### src/hw/as2_pkg.sv
// Purpose: Shared constants and types for the two-bit static memory host.
// Assumes: Core clock of 40 MHz; slow-grade memory timing is honoured.
// Notes: Every cycle count derives from a time in ns and the clock period.
package as2_pkg;
  // Memory geometry
  localparam int unsigned IDX_W = 21;           // Word index width
  localparam int unsigned DAT_W = 2;            // Bits per word
  localparam int unsigned DEPTH = 2097152;      // Number of words
  // Clock period in picoseconds
  localparam int unsigned CLK_PS = 25000;
  // Device and host timing, slow grade, in ns
  localparam int unsigned T_ACC_NS = 15;        // Address or select access
  localparam int unsigned T_WP_NS = 9;          // Least store pulse width
  localparam int unsigned T_AW_NS = 10;         // Address valid to write end
  // Least times round up to whole cycles, never below one
  localparam int unsigned ACC_CYC = (T_ACC_NS * 1000 + CLK_PS - 1) / CLK_PS;
  localparam int unsigned WP_CYC = (T_WP_NS * 1000 + CLK_PS - 1) / CLK_PS;
  localparam int unsigned AW_CYC = (T_AW_NS * 1000 + CLK_PS - 1) / CLK_PS;
  // Synchroniser depth on the returned data pins
  localparam int unsigned SYNC_STAGES = 2;
  // Counter width and preload values
  localparam int unsigned CNT_W = 4;
  localparam logic [3:0] RD_CNT = 4'(ACC_CYC + SYNC_STAGES - 1);
  localparam logic [3:0] WP_CNT = 4'(WP_CYC - 1);
  // Reset values of the pin drivers
  localparam logic RST_SEL_N = 1'b1;
  localparam logic RST_STORE_N = 1'b1;
  // Controller states
  typedef enum logic [2:0] {
    AS2_IDLE = 3'b000,
    AS2_RD_WAIT = 3'b001,
    AS2_WR_SETUP = 3'b010,
    AS2_WR_PULSE = 3'b011,
    AS2_WR_END = 3'b100,
    AS2_DESEL = 3'b101
  } as2_state_t;
endpackage : as2_pkg

### src/hw/as2_smp_if.sv
// Purpose: Carries synchronised read data from the pin stage to the engine.
// Assumes: Both ends run on core_clk.
// Notes: True and complement bits travel together.
`timescale 1ns/1ps
interface as2_smp_if;
  logic [1:0] q;   // Synchronised true data bits
  logic [1:0] qn;  // Synchronised complement data bits
  modport src (output q, output qn);
  modport dst (input q, input qn);
endinterface : as2_smp_if

### src/hw/as2_ctrl.sv
// Purpose: Host controller driving a 2M x 2 asynchronous static memory.
// Assumes: 40 MHz core_clk; memory pins need no clock.
// Notes: One request at a time; reads return true data and a pair check.
//
// Contract
// - Read keeps store strobe high while selected.
// - Read address held for full cycle time.
// - Address valid no later than select falling.
// - Store pulse and data setup meet width.
// - Write address stable before write ends.
// - Select low no later than store falling.
// - Write cycle lasts at least cycle time.
`timescale 1ns/1ps
module as2_ctrl (
  input wire logic core_clk,
  input wire logic rstn,
  input wire logic req_valid,
  input wire logic req_write,
  input wire logic [20:0] req_index,
  input wire logic [1:0] req_data,
  output logic req_ready,
  output logic rsp_valid,
  output logic [1:0] rsp_data,
  output logic rsp_error,
  output logic [20:0] word_index,
  output logic sel_n,
  output logic store_n,
  output logic [1:0] input_bits,
  input wire logic [1:0] output_bits,
  input wire logic [1:0] output_bits_n
);
  // Synchronised read data from the pin stage
  as2_smp_if smp ();

  as2_sync u_sync (
    .core_clk(core_clk),
    .rstn(rstn),
    .output_bits(output_bits),
    .output_bits_n(output_bits_n),
    .smp(smp.src)
  );

  as2_pkg::as2_state_t state;      // Current controller state
  as2_pkg::as2_state_t next_state; // Following state
  logic [3:0] cnt;                 // Wait counter
  logic [3:0] next_cnt;
  logic next_ready;
  logic next_rsp_valid;
  logic [1:0] next_rsp_data;
  logic next_rsp_error;
  logic [20:0] next_index;
  logic next_sel_n;
  logic next_store_n;
  logic [1:0] next_din;

  // Request accepted this cycle
  wire take_req = req_ready && req_valid;
  // Wait counter has run out
  wire cnt_done = (cnt == 4'h0);
  // Complement pair agrees
  wire pair_ok = (smp.q == ~smp.qn);
  // Counter steps down and stops at zero
  wire [3:0] cnt_dec = cnt_done ? 4'h0 : 4'(cnt - 4'h1);

  // Next-state and pin decisions
  always_comb begin
    next_state = state;
    next_cnt = cnt_dec;
    next_ready = 1'b0;
    next_rsp_valid = 1'b0;
    next_rsp_data = rsp_data;
    next_rsp_error = rsp_error;
    next_index = word_index;
    next_sel_n = sel_n;
    next_store_n = store_n;
    next_din = input_bits;
    case (state)
      as2_pkg::AS2_IDLE: begin
        // Ready until a request is taken
        next_ready = !take_req;
        if (take_req) begin
          // Address and select change together, never address later
          next_index = req_index;
          next_din = req_data;
          next_sel_n = 1'b0;
          if (req_write) begin
            next_state = as2_pkg::AS2_WR_SETUP;
          end else begin
            // Store stays high for a read
            next_cnt = as2_pkg::RD_CNT;
            next_state = as2_pkg::AS2_RD_WAIT;
          end
        end
      end
      as2_pkg::AS2_RD_WAIT: begin
        // Sample once access time and synchroniser have passed
        if (cnt_done) begin
          next_rsp_valid = 1'b1;
          next_rsp_data = smp.q;
          next_rsp_error = !pair_ok;
          next_sel_n = 1'b1;
          next_state = as2_pkg::AS2_DESEL;
        end
      end
      as2_pkg::AS2_WR_SETUP: begin
        // Select already low one cycle; now open the write
        next_store_n = 1'b0;
        next_cnt = as2_pkg::WP_CNT;
        next_state = as2_pkg::AS2_WR_PULSE;
      end
      as2_pkg::AS2_WR_PULSE: begin
        // Store rising ends the write with address and data still held
        if (cnt_done) begin
          next_store_n = 1'b1;
          next_state = as2_pkg::AS2_WR_END;
        end
      end
      as2_pkg::AS2_WR_END: begin
        // Hold address one more cycle, then deselect
        next_sel_n = 1'b1;
        next_state = as2_pkg::AS2_DESEL;
      end
      as2_pkg::AS2_DESEL: begin
        // Device idles with outputs low before the next access
        next_ready = 1'b1;
        next_state = as2_pkg::AS2_IDLE;
      end
      default: begin
        next_sel_n = 1'b1;
        next_store_n = 1'b1;
        next_state = as2_pkg::AS2_IDLE;
      end
    endcase
  end

  // State and counter
  always_ff @(posedge core_clk or negedge rstn) begin
    if (!rstn) begin
      state <= as2_pkg::AS2_IDLE;
      cnt <= 4'h0;
    end else begin
      state <= next_state;
      cnt <= next_cnt;
    end
  end

  // Memory pin drivers
  always_ff @(posedge core_clk or negedge rstn) begin
    if (!rstn) begin
      word_index <= 21'h000000;
      sel_n <= as2_pkg::RST_SEL_N;
      store_n <= as2_pkg::RST_STORE_N;
      input_bits <= 2'h0;
    end else begin
      word_index <= next_index;
      sel_n <= next_sel_n;
      store_n <= next_store_n;
      input_bits <= next_din;
    end
  end

  // User-side response and handshake
  always_ff @(posedge core_clk or negedge rstn) begin
    if (!rstn) begin
      req_ready <= 1'b0;
      rsp_valid <= 1'b0;
      rsp_data <= 2'h0;
      rsp_error <= 1'b0;
    end else begin
      req_ready <= next_ready;
      rsp_valid <= next_rsp_valid;
      rsp_data <= next_rsp_data;
      rsp_error <= next_rsp_error;
    end
  end
endmodule : as2_ctrl

### src/hw/as2_sync.sv
// Purpose: Two-flop synchroniser for the memory's returned data pins.
// Assumes: Pins are asynchronous to core_clk.
// Notes: The first stage feeds only the second stage.
`timescale 1ns/1ps
module as2_sync (
  input wire logic core_clk,
  input wire logic rstn,
  input wire logic [1:0] output_bits,
  input wire logic [1:0] output_bits_n,
  as2_smp_if.src smp
);
  // All four pins as one vector
  wire [3:0] pin_raw = {output_bits_n, output_bits};
  logic [3:0] meta;   // First stage, read only by the second
  logic [3:0] stable; // Second stage, safe to use

  // One synchroniser per pin
  genvar gi;
  generate
    for (gi = 0; gi < 4; gi++) begin : g_pin
      always_ff @(posedge core_clk or negedge rstn) begin
        if (!rstn) begin
          meta[gi] <= 1'b0;
          stable[gi] <= 1'b0;
        end else begin
          meta[gi] <= pin_raw[gi];
          stable[gi] <= meta[gi];
        end
      end
    end
  endgenerate

  // Split back into true and complement halves
  assign smp.q = stable[1:0];
  assign smp.qn = stable[3:2];
endmodule : as2_sync

### config.mk
export PLATFORM = sky130hd
export DESIGN_NAME = as2_ctrl
export DESIGN_NICKNAME = d
export VERILOG_FILES = /design/src/hw/as2_pkg.sv /design/src/hw/as2_smp_if.sv /design/src/hw/as2_ctrl.sv /design/src/hw/as2_sync.sv
export SDC_FILE = /design/constraint.sdc
export NUM_CORES = 1
export LEC_CHECK = 0
export BUFFER_PORTS_ARGS = -buffer_cell sky130_fd_sc_hd__buf_2
export CORE_MARGIN = 2
export CORE_UTILIZATION = 30
export DETAILED_ROUTE_END_ITERATION = 10
export PLACE_DENSITY = 0.53
export SKIP_LAST_GASP = 1
export SLEW_MARGIN = 25
export SYNTH_ARGS = -nofsm -noshare
export SYNTH_HDL_FRONTEND = slang
export SYNTH_SLANG_ARGS = --single-unit
### constraint.sdc
create_clock -name core_clk -period 4 [get_ports core_clk]
set_clock_uncertainty 0.05 [all_clocks]
set_input_delay 0.6 -clock core_clk [delete_from_list [all_inputs] [get_ports core_clk]]
set_output_delay 0.6 -clock core_clk [all_outputs]
set_load 0.03 [all_outputs]
* After elaboration in Yosys (flattened, before gate mapping) *
Index checks and enable logic that the tools add are counted.
Widths: inputs -> output; s select.

cells by class
  add/subtract/negate cells = 1
  mux-type cells = 16
  reduce and logical (&&, ||, !) cells = 12
  eq/ne operators = 9
  bitwise operators = 3

operator list
  cell                 count
  $pmux 3 s5           1
  $mux 4               3
  $mux 3               3
  $pmux 4 s2           1
  $eq 3x2->1 const B   2
  $eq 3x3->1 const B   2
  $ne 2x2->1 const B   3
  $pmux 1 s3           2
  $reduce_and 2->1     3
  $reduce_and 3->1     2
  $logic_not 4->1      1
  $mux 1               4
  $reduce_or 4->1      1
  $sub 4x1->4 const B  1
  $eq 3x1->1 const B   1
  $logic_not 3->1      1
  $reduce_or 3->1      1
  $eq 2x2->1           1
  $logic_not 1->1      2
  $mux 2               1
  $not 1->1            2
  $not 2->2            1
  $pmux 1 s2           1
  $logic_and 1x1->1    1

word-level totals
  input bits = 31
  bits in registers = 45

* Longest topological paths before layout *
  word-level depth = 5
  mapped depth = 4
  mapped depth without buffers = 3

* By module *
A second synthesis with hierarchy kept.

unflattened totals
  cells, all modules = 117
  area, all modules = 1801.7 um2

modules (own cells, without submodules)
  module    area an instance (um2)  sequential area each (um2)  cells each  instances
  as2_ctrl  1601.5                  928.4                       109         1
  as2_sync  200.2                   200.2                       8           1

* Least setup slack after synthesis *
Ideal clock, no wire load.

  path type = input-to-reg
  from = input req_valid
  to = register word_index[10]
  setup slack = 2309 ps
  required time = 3825 ps
  buffers on the path = 1
  arrival time = 1516 ps
  stages = 4
  setup time = 125 ps
  path through = nand2_1 > nor4_4 > buf_4 > mux2_2

on the way
  word-level cells in the longest chain between the ends = 2

ends and longest elaborated chain
  element                            line             text
  from (decl)                        as2_ctrl.sv:17   input wire logic req_valid,
  $logic_and 1x1->1                  as2_ctrl.sv:57   wire take_req = req_ready && req_valid;
  $reduce_and 2->1 (no source line)  n/a
  to (signal assigned)               as2_ctrl.sv:155  word_index <= next_index;
  to (decl)                          as2_ctrl.sv:25   output logic [20:0] word_index,

No other way between the ends.
A chain may end at the register's enable or synchronous reset.

* Worst setup path after layout *
  from = register cnt[0]
  to = register rsp_error

on the way
  word-level cells in the longest chain between the ends = 2

ends and longest elaborated chain
  element                            line             text
  from (decl)                        as2_ctrl.sv:45   logic [3:0] cnt;
  from (signal assigned)             as2_ctrl.sv:143  cnt <= next_cnt;
  $logic_not 4->1                    as2_ctrl.sv:59   wire cnt_done = (cnt == 4'h0);
  $reduce_and 2->1 (no source line)  n/a
  to (signal assigned)               as2_ctrl.sv:173  rsp_error <= next_rsp_error;
  to (decl)                          as2_ctrl.sv:24   output logic rsp_error,

No other way between the ends.

==> results.md <==
- First-pass GRT wire length: 5.32 mm
- Fillers: 546
- VDD IR max: 0.000398 V
- Post-Layout Cell Count: 255
- Placed inst area: 2090 um^2
- Cell Count Post-Placement: 248
- Worst Path Buf+Inv: 0
- N_diodes: 0
- Cells along the critical path: nor4_1, nand3_1, mux2_2
- IO buf count: 60
- Clk sinks: 45
- Vias/cell: 4.53
- H-tree Lvls: 2
- Seq/Total Area, Yosys: 65.5%
- Final WS setup: 2.22 ns
- Initial antenna violation count: 0
- Total power per unit cell area: 824 nW/um^2
- Synth warn: 0
- Layout cell share with drive strength beyond 1: 52.5%
- Drt drc: 0
- Gp weighted congestion: 0.772
- Critical Path RT: 4.13 ns
- RSZ-0062 raised after global routing: false
- Core Region: 5540 um^2
- Clock Path Buffers: 2
- Setup bufs post-CTS: 0
- Combinational power share: 43.1%
- Final hold viol count: 0
- Synthesized area: 1720 um^2
- Worst-path clk slew: 0.08 ns
- DR iter-0 viols: 38
- Dpl ws: 2.13 ns
- Initial Util: 31.1%
- Period minus WS final: 1.78 ns
- Setup CP Type: flop to flop
- Overall routing resource usage: 10.8%
- Syn_area_per_cell: 14.4 um^2
- Hold Crit Class: primary input to async pin
- Ys async rst share: 100%
- Yosys cell types: 31
- Most common cell after layout, fill and taps aside: buf_2
- Die height: 79.8 um
- Slowest CP cell: nor4_1
- Slew headroom: 59.6%
- Synth Register Bits: 45
- Pre-antenna DRT Iters: 4
- Hold-fix buffers, CTS: 0
- Final HPWL DP: 2.39 mm
- Row count: 27
- Ys flop type: dfrtp_1
- Grt total ovfl: 0
- Max stage delay on crit path: 0.58 ns
- WP data arrival: 1.91 ns
- Total number of vias: 1,154
- Sw Ratio: 41.3%
- Wirelength per Cell: 12.9 um
- Internal power: 1.06 mW
- Slew @ Worst Pin: 0.600 ns
- Number of global-route vias before repair: 1,204
- Slew Viols, Final: 0
- Post-synthesis cell count: 120
- Crit end category: flop
- CTS tree: yes
- CP top delay family: simple AND/OR/NAND/NOR gates
- Syn Nets: 151
- TNS Setup: 0 ns
- CTS Buf Count: 5
- Worst setup SP type: flop
- Clock power frac: 15.5%
- Period Utilization, post-route: 44.5%
- Max FO, Critical Path: 7
- # setup viols final: 0
- Number of enable flip-flop cells after synthesis: 0
- Number of routed nets with antenna violations: 0
- Fmax: 562 MHz
- Final core occ: 39.5%
- Clk_lat worst skew: 0.29 ns
- Seq pwr share: 41.4%
- Total Routed Length: 3.29 mm
- Psw: 0.745 mW
- Max-Cap Viols: 0
- Final-stage net count: 214
- CTS resizes: 0
- Die width: 79.8 um
- Largest net degree at the start of global routing: 46
- Leakage dissipation: 1.04 nW
- Area growth syn-to-layout: 26.9%
- Status: finished clean
- Root Buffer: clkbuf_8
- Die area: 6360 um^2
- Design Area, Final: 2190 um^2
- Commonest cells after routing, fill and taps aside: 59 x buf_2, 43 x dfrtp_1, 22 x mux2_2
- Num ports: 61
-- per-stage QoR --
step,total power [mW],hold WS (ns)
CTS,1.83,0.303
global route,1.91,0.298
detailed placement,1.54,0.285
floorplan,1.31,0.254
finish,1.80,0.252
global placement,1.52,0.285
-- kinds of logic after synthesis --
group                  Yosys count  synth area share, %
AO/OA/AOI/OAI                   14                 5.52
XOR/XNOR                         2                 1.02
buffers and inverters            6                 1.81
flip-flops                      45                 65.5
multiplexers                    26                 17.0
AND/OR/NAND/NOR                 27                 9.15
-- per-layer routing --
| metal | vias up | part of all wire [%] | global-route usage [%] |
|---|---|---|---|
| met2 | 30 | 57 | 19.8 |
| met4 | 0 | 1.2 | 4.07 |
| met5 | - | 0 | 0 |
| met1 | 569 | 37 | 11.7 |
| met3 | 5 | 5.2 | 2.94 |
| li1 | 550 | - | - |
-- registers in the layout, indices dropped and copies added (netlist names) --
signal / count
state: 3
rsp_data: 2
u_sync.smp.q: 2
sel_n: 1
u_sync.meta: 4
store_n: 1
rsp_error: 1
rsp_valid: 1
req_ready: 1
input_bits: 2
word_index: 21
cnt: 4
u_sync.smp.qn: 2
-- cell type report --
cell class / instances / area (um^2) / area share (%)
clock inverter: 1 / 7.51 / 0.343
sequential: 45 / 1130 / 51.6
tap: 72 / 90.1 / 4.12
timing repair buffer: 61 / 310 / 14.2
inverter: 1 / 3.75 / 0.172
clock buffer: 6 / 82.6 / 3.78
multi-input combinational: 69 / 563 / 25.8
-- cells in the mapped netlist (2+ instances only) --
cell type  number  area, um^2
nand2_1         7        26.3
mux2_2         22         248
nor4_1          2        12.5
nor2_1          8        30.0
nand2b_1        2        12.5
buf_4           2        15.0
dfstp_2         2        52.6
o21ai_0         3        15.0
dfrtp_1        43        1080
a21oi_1         3        15.0
mux2_1          4        45.0
clkbuf_1        2        7.51
xor2_1          2        17.5
-- power by group through the flow --
stage,Clock (mW),Combinational [mW],Sequential [mW]
after global routing,0.306,0.825,0.777
after global placement,0,0.769,0.751
after detailed placement,0,0.787,0.757
after CTS,0.292,0.787,0.751
after floorplan,0,0.289,1.02
final,0.279,0.777,0.746
-- path summary, 6_finish.rpt --
check | to | from | depth (start not counted) | slack (ns)
min in group core_clk | u_sync.smp.q[1]$_DFF_PN0_ | u_sync.meta[1]$_DFF_PN0_ | 0 | 0.30
worst min-delay path | word_index[17]$_DFFE_PN0P_ | rstn | 1 | 0.25
worst min register to register | u_sync.smp.q[1]$_DFF_PN0_ | u_sync.meta[1]$_DFF_PN0_ | 0 | 0.30
worst max-delay path | rsp_error$_DFFE_PN0P_ | cnt[0]$_DFF_PN0_ | 3 | 2.22
max in group asynchronous | sel_n$_DFFE_PN1P_ | rstn | 1 | 3.28
worst max register to register | rsp_error$_DFFE_PN0P_ | cnt[0]$_DFF_PN0_ | 3 | 2.22
No activity file was read; power rests on OpenSTA's default activity.
